[config.mk]
export PLATFORM = sky130hd
export DESIGN_NAME = trigger_sequence_step_decoder
export DESIGN_NICKNAME = d
export VERILOG_FILES = /design/src/core/trigger_sequence_step_decoder.v
export VERILOG_INCLUDE_DIRS = /design/src /design/src/core
export SDC_FILE = /design/constraint.sdc
export NUM_CORES = 1
export LEC_CHECK = 0
export BUFFER_PORTS_ARGS = -buffer_cell sky130_fd_sc_hd__buf_2
export CORE_MARGIN = 10
export CORE_UTILIZATION = 62
export DETAILED_ROUTE_END_ITERATION = 8
export PLACE_DENSITY = 0.88
export SLEW_MARGIN = 20
export SYNTH_ARGS = -nofsm -noshare
export SYNTH_HDL_FRONTEND = slang
export SYNTH_SLANG_ARGS = --single-unit
[constraint.sdc]
create_clock -name mclk -period 8.93 [get_ports mclk]
set_input_delay 1.786 -clock mclk [delete_from_list [all_inputs] [get_ports mclk]]
set_output_delay 1.786 -clock mclk [all_outputs]
set_load 0.02 [all_outputs]
[src/core/step_decoder_map.vh]
// register offsets, field positions, reset values and command encodings of the step decoder
`ifndef STEP_DECODER_MAP_VH
`define STEP_DECODER_MAP_VH

`define OFS_CTRL        12'h000
`define OFS_STATUS      12'h004
`define OFS_STEP_CMD    12'h008
`define OFS_C0LIM       12'h00C
`define OFS_C1LIM       12'h010
`define OFS_T0LIM       12'h014
`define OFS_T1LIM       12'h018
`define OFS_SDLIM       12'h01C
`define OFS_LIT0        12'h020
`define OFS_BTE         12'h024
`define OFS_ADJ         12'h028
`define OFS_HOLD        12'h02C
`define OFS_STROBE      12'h030

`define CTRL_SWT_BIT    0
`define CTRL_SD_EN_BIT  1
`define STAT_BUSY_BIT   0
`define STAT_SDEN_BIT   1
`define STAT_WAIT_BIT   2

`define GRP_CTRL        4'h0
`define GRP_ADD         4'h4
`define GRP_COPY        4'h5

`define OPT_SD_OFF      4'h2
`define OPT_SD_ON       4'h6
`define OPT_WAIT_T0     4'h8
`define OPT_WAIT_T1     4'h9
`define OPT_SWT_LVL     4'hA
`define OPT_SWT_EDGE    4'hB
`define OPT_STRB_C0     4'hC
`define OPT_STRB_C1     4'hD
`define OPT_STRB_L0     4'hE
`define OPT_BCAST       4'hF

`define RST_WORD        16'h0000

`endif

[src/core/trigger_sequence_step_decoder.v]
// trigger sequencer step command decoder and executor with apb register access
`timescale 1ns/1ps
`include "step_decoder_map.vh"

module trigger_sequence_step_decoder
(
    input  wire        mclk,
    input  wire        sys_rst,
    input  wire        psel,
    input  wire        penable,
    input  wire        pwrite,
    input  wire [11:0] paddr,
    input  wire [31:0] pwdata,
    output reg  [31:0] prdata,
    output reg         pready,
    output reg         pslverr,
    output reg  [15:0] strobe_out,
    output reg         strobe_valid,
    output reg  [15:0] trigger_out,
    output reg         step_done
);

////////////////////////////////////////////////////////////////////////////////
localparam [1:0] ST_IDLE = 2'd0;
localparam [1:0] ST_EXEC = 2'd1;
localparam [1:0] ST_WAIT = 2'd2;

reg  [15:0] c0lim_q;
reg  [15:0] c1lim_q;
reg  [15:0] t0lim_q;
reg  [15:0] t1lim_q;
reg  [15:0] sdlim_q;
reg  [15:0] lit0_q;
reg  [15:0] bte_q;
reg  [15:0] adj_q;
reg  [15:0] hold_q;
reg         swt_q;
reg         swt_prev_q;
reg         sd_en_q;
reg  [7:0]  cmd_q;
reg         cmd_pend_q;
reg  [1:0]  state_q;
reg  [15:0] tmr_q;
reg         wait_edge_q;
reg  [3:0]  wait_kind_q;

wire        setup    = psel & ~penable;
wire        wr_take  = psel & penable & pwrite & pready;
wire [3:0]  opt      = cmd_q[3:0];
wire [3:0]  grp      = cmd_q[7:4];
wire        swt_rise = swt_q & ~swt_prev_q;

function known_addr;
    input [11:0] a;
    begin
        known_addr = (a <= `OFS_STROBE) && (a[1:0] == 2'b00);
    end
endfunction

// a destination index 0..5 picks c0, c1, t0, t1, step delay, literal0
function [15:0] pick;
    input [2:0]  idx;
    input [15:0] cur;
    input [2:0]  sel;
    input [15:0] val;
    begin
        pick = (idx == sel) ? val : cur;
    end
endfunction

////////////////////////////////////////////////////////////////////////////////
// status word; busy also covers the cycle between an accepted step write and its execution
reg  [31:0] status_word;

always @*
begin
    status_word                 = 32'h0000_0000;
    status_word[`STAT_BUSY_BIT] = (state_q != ST_IDLE) | cmd_pend_q;
    status_word[`STAT_SDEN_BIT] = sd_en_q;
    status_word[`STAT_WAIT_BIT] = (state_q == ST_WAIT);
end

////////////////////////////////////////////////////////////////////////////////
// apb slave: no wait states, answers in the first access cycle after setup
always @(posedge mclk or posedge sys_rst)
begin
    if (sys_rst)
    begin
        pready  <= 1'b0;
        pslverr <= 1'b0;
        prdata  <= 32'h0000_0000;
    end
    else
    begin
        pready  <= setup;
        pslverr <= setup & ~known_addr(paddr);
        prdata  <= 32'h0000_0000;
        if (setup & ~pwrite)
        begin
            case (paddr)
                `OFS_CTRL:     prdata <= {30'd0, sd_en_q, swt_q};
                `OFS_STATUS:   prdata <= status_word;
                `OFS_STEP_CMD: prdata <= {24'd0, cmd_q};
                `OFS_C0LIM:    prdata <= {16'd0, c0lim_q};
                `OFS_C1LIM:    prdata <= {16'd0, c1lim_q};
                `OFS_T0LIM:    prdata <= {16'd0, t0lim_q};
                `OFS_T1LIM:    prdata <= {16'd0, t1lim_q};
                `OFS_SDLIM:    prdata <= {16'd0, sdlim_q};
                `OFS_LIT0:     prdata <= {16'd0, lit0_q};
                `OFS_BTE:      prdata <= {16'd0, bte_q};
                `OFS_ADJ:      prdata <= {16'd0, adj_q};
                `OFS_HOLD:     prdata <= {16'd0, hold_q};
                `OFS_STROBE:   prdata <= {16'd0, strobe_out};
                default:       prdata <= 32'h0000_0000;
            endcase
        end
    end
end

////////////////////////////////////////////////////////////////////////////////
// register file, step sequencer and timer; software writes to limits lose to an add or copy step in the same cycle
always @(posedge mclk or posedge sys_rst)
begin
    if (sys_rst)
    begin
        c0lim_q      <= `RST_WORD;
        c1lim_q      <= `RST_WORD;
        t0lim_q      <= `RST_WORD;
        t1lim_q      <= `RST_WORD;
        sdlim_q      <= `RST_WORD;
        lit0_q       <= `RST_WORD;
        bte_q        <= `RST_WORD;
        adj_q        <= `RST_WORD;
        hold_q       <= `RST_WORD;
        swt_q        <= 1'b0;
        swt_prev_q   <= 1'b0;
        sd_en_q      <= 1'b0;
        cmd_q        <= 8'h00;
        cmd_pend_q   <= 1'b0;
        state_q      <= ST_IDLE;
        tmr_q        <= `RST_WORD;
        wait_edge_q  <= 1'b0;
        wait_kind_q  <= 4'h0;
        strobe_out   <= `RST_WORD;
        strobe_valid <= 1'b0;
        trigger_out  <= `RST_WORD;
        step_done    <= 1'b0;
    end
    else
    begin
        swt_prev_q   <= swt_q;
        strobe_valid <= 1'b0;
        trigger_out  <= `RST_WORD;
        step_done    <= 1'b0;
        if (wr_take)
        begin
            case (paddr)
                `OFS_CTRL:
                begin
                    swt_q   <= pwdata[`CTRL_SWT_BIT];
                    sd_en_q <= pwdata[`CTRL_SD_EN_BIT];
                end
                `OFS_STEP_CMD:
                begin
                    // a new step is refused while one is pending or running
                    if (!cmd_pend_q && state_q == ST_IDLE)
                    begin
                        cmd_q      <= pwdata[7:0];
                        cmd_pend_q <= 1'b1;
                    end
                end
                `OFS_C0LIM: c0lim_q <= pwdata[15:0];
                `OFS_C1LIM: c1lim_q <= pwdata[15:0];
                `OFS_T0LIM: t0lim_q <= pwdata[15:0];
                `OFS_T1LIM: t1lim_q <= pwdata[15:0];
                `OFS_SDLIM: sdlim_q <= pwdata[15:0];
                `OFS_LIT0:  lit0_q  <= pwdata[15:0];
                `OFS_BTE:   bte_q   <= pwdata[15:0];
                `OFS_ADJ:   adj_q   <= pwdata[15:0];
                `OFS_HOLD:  hold_q  <= pwdata[15:0];
                default:    ;
            endcase
        end
        case (state_q)
            ST_IDLE:
            begin
                if (cmd_pend_q)
                    state_q <= ST_EXEC;
            end
            ST_EXEC:
            begin
                cmd_pend_q <= 1'b0;
                state_q    <= ST_IDLE;
                step_done  <= 1'b1;
                if (grp == `GRP_CTRL)
                begin
                    case (opt)
                        `OPT_SD_OFF: sd_en_q <= 1'b0;
                        `OPT_SD_ON:  sd_en_q <= 1'b1;
                        `OPT_WAIT_T0, `OPT_WAIT_T1, `OPT_SWT_LVL, `OPT_SWT_EDGE:
                        begin
                            tmr_q       <= `RST_WORD;
                            wait_kind_q <= opt;
                            wait_edge_q <= 1'b0;
                            step_done   <= 1'b0;
                            state_q     <= ST_WAIT;
                        end
                        `OPT_STRB_C0:
                        begin
                            strobe_out   <= c0lim_q;
                            strobe_valid <= 1'b1;
                        end
                        `OPT_STRB_C1:
                        begin
                            strobe_out   <= c1lim_q;
                            strobe_valid <= 1'b1;
                        end
                        `OPT_STRB_L0:
                        begin
                            strobe_out   <= lit0_q;
                            strobe_valid <= 1'b1;
                        end
                        `OPT_BCAST:  trigger_out <= bte_q;
                        default:     ;
                    endcase
                end
                else if (grp == `GRP_ADD && !opt[3] && opt[2:0] <= 3'd5)
                begin
                    c0lim_q <= pick(3'd0, c0lim_q, opt[2:0], c0lim_q + adj_q);
                    c1lim_q <= pick(3'd1, c1lim_q, opt[2:0], c1lim_q + adj_q);
                    t0lim_q <= pick(3'd2, t0lim_q, opt[2:0], t0lim_q + adj_q);
                    t1lim_q <= pick(3'd3, t1lim_q, opt[2:0], t1lim_q + adj_q);
                    sdlim_q <= pick(3'd4, sdlim_q, opt[2:0], sdlim_q + adj_q);
                    lit0_q  <= pick(3'd5, lit0_q,  opt[2:0], lit0_q + adj_q);
                end
                else if (grp == `GRP_COPY && opt[3] && opt[2:0] <= 3'd5)
                begin
                    c0lim_q <= pick(3'd0, c0lim_q, opt[2:0], hold_q);
                    c1lim_q <= pick(3'd1, c1lim_q, opt[2:0], hold_q);
                    t0lim_q <= pick(3'd2, t0lim_q, opt[2:0], hold_q);
                    t1lim_q <= pick(3'd3, t1lim_q, opt[2:0], hold_q);
                    sdlim_q <= pick(3'd4, sdlim_q, opt[2:0], hold_q);
                    lit0_q  <= pick(3'd5, lit0_q,  opt[2:0], hold_q);
                end
            end
            ST_WAIT:
            begin
                case (wait_kind_q)
                    `OPT_WAIT_T0, `OPT_WAIT_T1:
                    begin
                        // the timer counts from zero; it stops when it equals its limit
                        if (tmr_q == ((wait_kind_q == `OPT_WAIT_T0) ? t0lim_q : t1lim_q))
                        begin
                            state_q    <= ST_IDLE;
                            cmd_pend_q <= 1'b0;
                            step_done  <= 1'b1;
                        end
                        else
                            tmr_q <= tmr_q + 16'h0001;
                    end
                    `OPT_SWT_LVL:
                    begin
                        if (swt_q)
                        begin
                            state_q    <= ST_IDLE;
                            cmd_pend_q <= 1'b0;
                            step_done  <= 1'b1;
                        end
                    end
                    default:
                    begin
                        // a level already high on entry does not count; a fresh 0 to 1 is needed
                        if (swt_rise)
                        begin
                            state_q    <= ST_IDLE;
                            cmd_pend_q <= 1'b0;
                            step_done  <= 1'b1;
                        end
                    end
                endcase
            end
            default: state_q <= ST_IDLE;
        endcase
    end
end

endmodule // trigger_sequence_step_decoder

======== Word level (Yosys, flattened, before mapping) ========
Cells that the tools add are included.
operators by class
  add/subtract/negate cells ............... 7
  magnitude comparators ................... 2
  equal/unequal tests ..................... 55
  multiplexer cells ....................... 91
  bitwise logic cells ..................... 12
  reductions and logical operators ........ 34
operators by type and width
  kind                                                                    count
  16-bit 2-to-1 mux                                                       57
  16-bit case mux with 13 select lines                                    1
  16-bit adder                                                            6
  12-bit by 6-bit equality test with 1-bit output, second input constant  5
  12-bit by 5-bit equality test with 1-bit output, second input constant  4
  4-bit inequality test, second input constant                            12
  16-bit case mux with 3 select lines                                     1
  4-bit equality test, second input constant                              11
  16-bit case mux with 2 select lines                                     1
  12-bit by 4-bit equality test with 1-bit output, second input constant  2
  2-bit AND reduction                                                     10
  1-bit 2-to-1 mux                                                        18
  16-bit by 1-bit adder with 16-bit output, second input constant         1
  16-bit equality test                                                    1
  12-bit by 3-bit equality test with 1-bit output, second input constant  1
  4-bit by 3-bit equality test with 1-bit output, second input constant   3
  12-bit by 6-bit <= comparator with 1-bit output, second input constant  1
  12-bit logical NOT                                                      1
  2-bit 2-to-1 mux                                                        6
  1-bit case mux with 2 select lines                                      5
  3-bit AND reduction                                                     3
  1-bit AND                                                               7
  2-bit by 3-bit equality test with 1-bit output, first input constant    2
  3-bit equality test, first input constant                               2
  25 further kinds                                                        40
storage, ports and cells
  register bits after elaboration ......... 246
  input port bits ......................... 49
  output and inout port bits .............. 68
  logic and storage cells ................. 225

======== Logic depth before layout (Yosys ltp) ========
  depth after elaboration ................. 8
  depth in mapped cells ................... 12
  depth with buffers taken out ............ 12

======== Worst setup path after synthesis ========
Ideal clock, no wire load.
  kind .................................... input to register
  start ................................... input paddr[8]
  end ..................................... register sdlim_q[14]
  library setup time ...................... 126 ps
  arrival ................................. 3,781 ps
  required time ........................... 8,804 ps
  slack ................................... 5,023 ps
  stages .................................. 11
  path buffers ............................ 2
  cells stage by stage .................... nor4_1 nand2_1 or2_1 clkbuf_1 or3_1 buf_2 mux2i_1 nand2_1 and4_1 mux2i_1 nand3_1
between the ends
  longest elaborated chain between the ends .. 7
RTL lines
  item                                                 line                                 text
  start: declaration                                   trigger_sequence_step_decoder.v:12   input wire [11:0] paddr,
  12-bit by 5-bit equality test with 1-bit output (*)  trigger_sequence_step_decoder.v:157  case (paddr)
  16-bit 2-to-1 mux (*)                                trigger_sequence_step_decoder.v:157
  16-bit 2-to-1 mux (*)                                trigger_sequence_step_decoder.v:155  if (wr_take)
  16-bit 2-to-1 mux                                    trigger_sequence_step_decoder.v:236  else if (grp == `GRP_COPY && opt[3] && opt[2:0] <= 3'd5)
  16-bit 2-to-1 mux                                    trigger_sequence_step_decoder.v:227  else if (grp == `GRP_ADD && !opt[3] && opt[2:0] <= 3'd5)
  16-bit 2-to-1 mux                                    trigger_sequence_step_decoder.v:195  if (grp == `GRP_CTRL)
  16-bit 2-to-1 mux (*)                                trigger_sequence_step_decoder.v:184  case (state_q)
  end signal: assignment                               trigger_sequence_step_decoder.v:176  `OFS_SDLIM: sdlim_q <= pwdata[15:0];
  end signal: assignment                               trigger_sequence_step_decoder.v:233  sdlim_q <= pick(3'd4, sdlim_q, opt[2:0], sdlim_q + adj_q);
  end signal: assignment                               trigger_sequence_step_decoder.v:242  sdlim_q <= pick(3'd4, sdlim_q, opt[2:0], hold_q);
  end: declaration                                     trigger_sequence_step_decoder.v:32   reg [15:0] sdlim_q;
Mark *: on every way between the ends. The rest lies on a longest branch, timed or not.
A chain may end at the register's enable or synchronous reset.

======== Final worst setup path ========
  start ................................... input paddr[2]
  end ..................................... register t0lim_q[13]
between the ends
  longest elaborated chain between the ends .. 7
RTL lines
  item                                                 line                                 text
  12-bit by 5-bit equality test with 1-bit output (*)  trigger_sequence_step_decoder.v:157
  16-bit 2-to-1 mux (*)                                trigger_sequence_step_decoder.v:157
  16-bit 2-to-1 mux (*)                                trigger_sequence_step_decoder.v:155
  16-bit 2-to-1 mux                                    trigger_sequence_step_decoder.v:236
  16-bit 2-to-1 mux                                    trigger_sequence_step_decoder.v:227
  16-bit 2-to-1 mux                                    trigger_sequence_step_decoder.v:195
  16-bit 2-to-1 mux (*)                                trigger_sequence_step_decoder.v:184
  end signal: assignment                               trigger_sequence_step_decoder.v:174  `OFS_T0LIM: t0lim_q <= pwdata[15:0];
  end signal: assignment                               trigger_sequence_step_decoder.v:231  t0lim_q <= pick(3'd2, t0lim_q, opt[2:0], t0lim_q + adj_q);
  end signal: assignment                               trigger_sequence_step_decoder.v:240  t0lim_q <= pick(3'd2, t0lim_q, opt[2:0], hold_q);
  end: declaration                                     trigger_sequence_step_decoder.v:30   reg [15:0] t0lim_q;
Marks and branches as above.

==> results.ini <==
[synthesis]
ys_ff_latch = 230
syn_avg_cell_area_um2 = 9.07
ys_warn_count = 0
synthArstFlopShare = 1.00
synth_area_um2 = 16400
synth_edf_count = 0
netlist_instances = 1811
ys_types = 83
ys_seq_area_frac = 0.351
synth_flop_cell = dfrtp_1

[global_routing]
grt_pass1_wl_um = 87000
gr-total-overflow = 0
grt_pass1_vias = 15200
antenna_found_initial = 1
grt_usage = 0.326
grt_max_degree = 113

[placed_design]
dp_hpwl_um = 41200
dp_slack_ns = 4.09
port_buffers = 84
dp_cells = 2150
place_congestion = 0.987

[worst_setup_path]
worst_ep_arrival_time_ns = 4.92
slowest_stage = or4_1
cp-start-kind = input pin
end_kind = flip-flop
path_max_fanout = 32
cp_top_family = simple AND/OR/NAND/NOR gates
cp_num_buf_inv = 1
critPathKind = in -> reg
worstPathCellList = buf_2, nand2b_1, or4_1, nor2_1, a221oi_1, o31ai_1
slowest_delay_ns = 0.84
cp_data_required_time_ns = 9.36

[floorplan]
die_w_um = 183
die_height_um = 183
core_area_um2 = 26100
rows = 59
ios = 117
start_util = 0.630
die_area_um2 = 33400

[routing]
drt_iter0_markers = 2318
wl_met3_um = 7250
drtPass1Iterations = 6
ant_nets = 0
drt_wl_total_um = 56100
met2WireLength_um = 25000
viasPerCell = 7.12
drc_errors = 0
wl_per_cell_um = 25.5
m1WireLength_um = 20900
num_vias = 15600
top_layer = met4

[outcome]
status = finished, final reports clean

[clock_tree]
tritoncts = done
numCtsBuffers = 27
cts_setup_buffers = 0
ctsResizeCount = 0
htreeDepth = 1
ctsHoldBuffers = 0
worst_skew_pair.late_latency_ns = 0.57
clock_path_buffers = 3
path_clk_slew_ns = 0.06
cts.sinks = 230
cts-root-buf = clkbuf_16

[timing]
setup_tns_ns = 0
setup_viol = 0
slew_violations = 0
worst_pin_slew_ns = 1.19
rsz0062_at_grt = no
worst_slew_margin_rel = 0.203
skew_ns = 0.0291
period_share = 0.503
hold_viol = 0
whs_ns = 0.512
worst_slack_ns = 4.44
period_minus_slack_ns = 4.49
fmax_ghz = 0.223

[power_and_ir_drop]
switching_power_uw = 523
ir_worst_vdd_mv = 0.193
p_leak_nw = 8.10
swShare = 0.235
p_clk_frac = 0.496
pwr-share-comb = 0.036
p_int_mw = 1.70
power_frac_seq = 0.469
p_per_area_nw_per_um2 = 125

[min_path]
hold_class = reg -> reg

[cells_and_area]
drive_above_1_share = 0.136
stdcell_count = 2198
nNetsFinal = 1993
area.growth.synth_to_final_pct = 8.83

[run]
max_cap_violations = 0

==> layout by cell type (no fill, tap or decap), drive strengths merged, types with 54 or more instances in the layout <==
cell and n:
dfrtp 230, a21oi 169, o21ai 140, nand2 138
nor2 122, buf 109, ha 94, a22oi 63
mux2 59, inv 55, xnor2 54
==> cells by family after synthesis <==
kind of cell,after synthesis,synth area share
other,1,0.000228
adders and majority gates,100,0.0789
and+or+nand+nor,472,0.140
buffers and inverters,174,0.0458
xor gates and xnor gates,92,0.0491
DFF,230,0.351
AOI/OAI and AO/OA,641,0.257
muxes,101,0.0775
==> state kept, by name, summed over array words and instances (netlist names), 16 cells and up <==
register and count:
tmr_q 16, lit0_q 16, sdlim_q 16, t0lim_q 16, c1lim_q 16, bte_q 16
adj_q 16, hold_q 16, c0lim_q 16, prdata 16, strobe_out 16, t1lim_q 16
trigger_out 16
==> area by class of cell <==
type / instances / area, µm²
multi-input combinational: 1422 / 10000
fill: 2028 / 8190
sequential: 230 / 5760
clock buffer: 38 / 757
timing repair buffer: 109 / 608
tap: 335 / 419
inverter: 54 / 210
clock inverter: 9 / 106
antenna: 1 / 2.50
==> path summary, 6_finish.rpt <==
check,slack (ns),cells after the start,from,endpoint
max in group asynchronous,6.12,3,sys_rst,tmr_q[15]$_DFFE_PP0P_
worst max-delay path,4.44,6,paddr[2],t0lim_q[13]$_DFFE_PP0P_
worst min-delay path,0.51,0,swt_q$_DFFE_PP0P_,swt_prev_q$_DFF_PP0_
worst min register to register,0.51,0,swt_q$_DFFE_PP0P_,swt_prev_q$_DFF_PP0_
min in group asynchronous,1.34,2,sys_rst,c0lim_q[12]$_DFFE_PP0P_
worst max register to register,4.87,9,cmd_q[2]$_DFFE_PP0P_,t0lim_q[13]$_DFFE_PP0P_
==> power groups by stage <==
stage                     Combinational [mW]  Sequential, mW  Clock [mW]
after floorplan                       0.0533            1.06           0
after global placement                0.0761            1.06           0
after detailed placement              0.0774            1.06           0
after CTS                             0.0777            1.04        1.10
after global routing                  0.0852            1.04        1.15
final                                 0.0796            1.04        1.10
==> layer usage <==
metal | up-vias | GRT usage
met1 | 7410 | 0.414
li1 | 6838 | -
met4 | 0 | 0.146
met2 | 1179 | 0.514
met3 | 218 | 0.0839
met5 | - | 0
==> cell usage after synthesis, types with 15 or more instances <==
cell,count,area (µm²)
a22oi_1,63,473
clkbuf_1,74,278
a21oi_1,169,846
a22o_1,25,219
a222oi_1,20,200
buf_4,17,128
xnor2_1,54,473
xor2_1,38,333
dfrtp_1,230,5760
o21ai_0,138,691
nand3_1,26,130
nor3_1,35,175
a221o_1,23,230
ha_1,94,1180
nand2_1,137,514
o31ai_1,15,113
mux2_2,59,664
inv_1,54,203
and2_1,28,175
buf_2,16,80.1
nand2b_1,23,144
nor2_1,120,450
mux2i_1,27,270
o21a_1,22,165
mux4_2,15,338
and3_1,15,93.8
a21o_1,29,218
o211ai_1,16,120
a31oi_1,26,163
==> worst reg2reg max path: stages, from the launching register on <==
cell and delay (ns):
dfrtp_1 0.70, a211oi_1 0.43, nand2_1 0.16, or2_2 0.46
nor2_2 0.70, o21ai_1 0.48, nand2_1 0.52, nor2_1 0.09
a221oi_1 0.25, o31ai_1 0.13
==> through the flow <==
stage	power, mW	utilization	instance area (µm²)
after floorplan	1.12	-	16500
after global placement	1.14	0.652	17000
after detailed placement	1.14	0.652	17000
after CTS	2.22	0.685	17900
after global routing	2.27	0.686	17900
final	2.23	0.686	17900
Power figures use the tool's default switching activity.
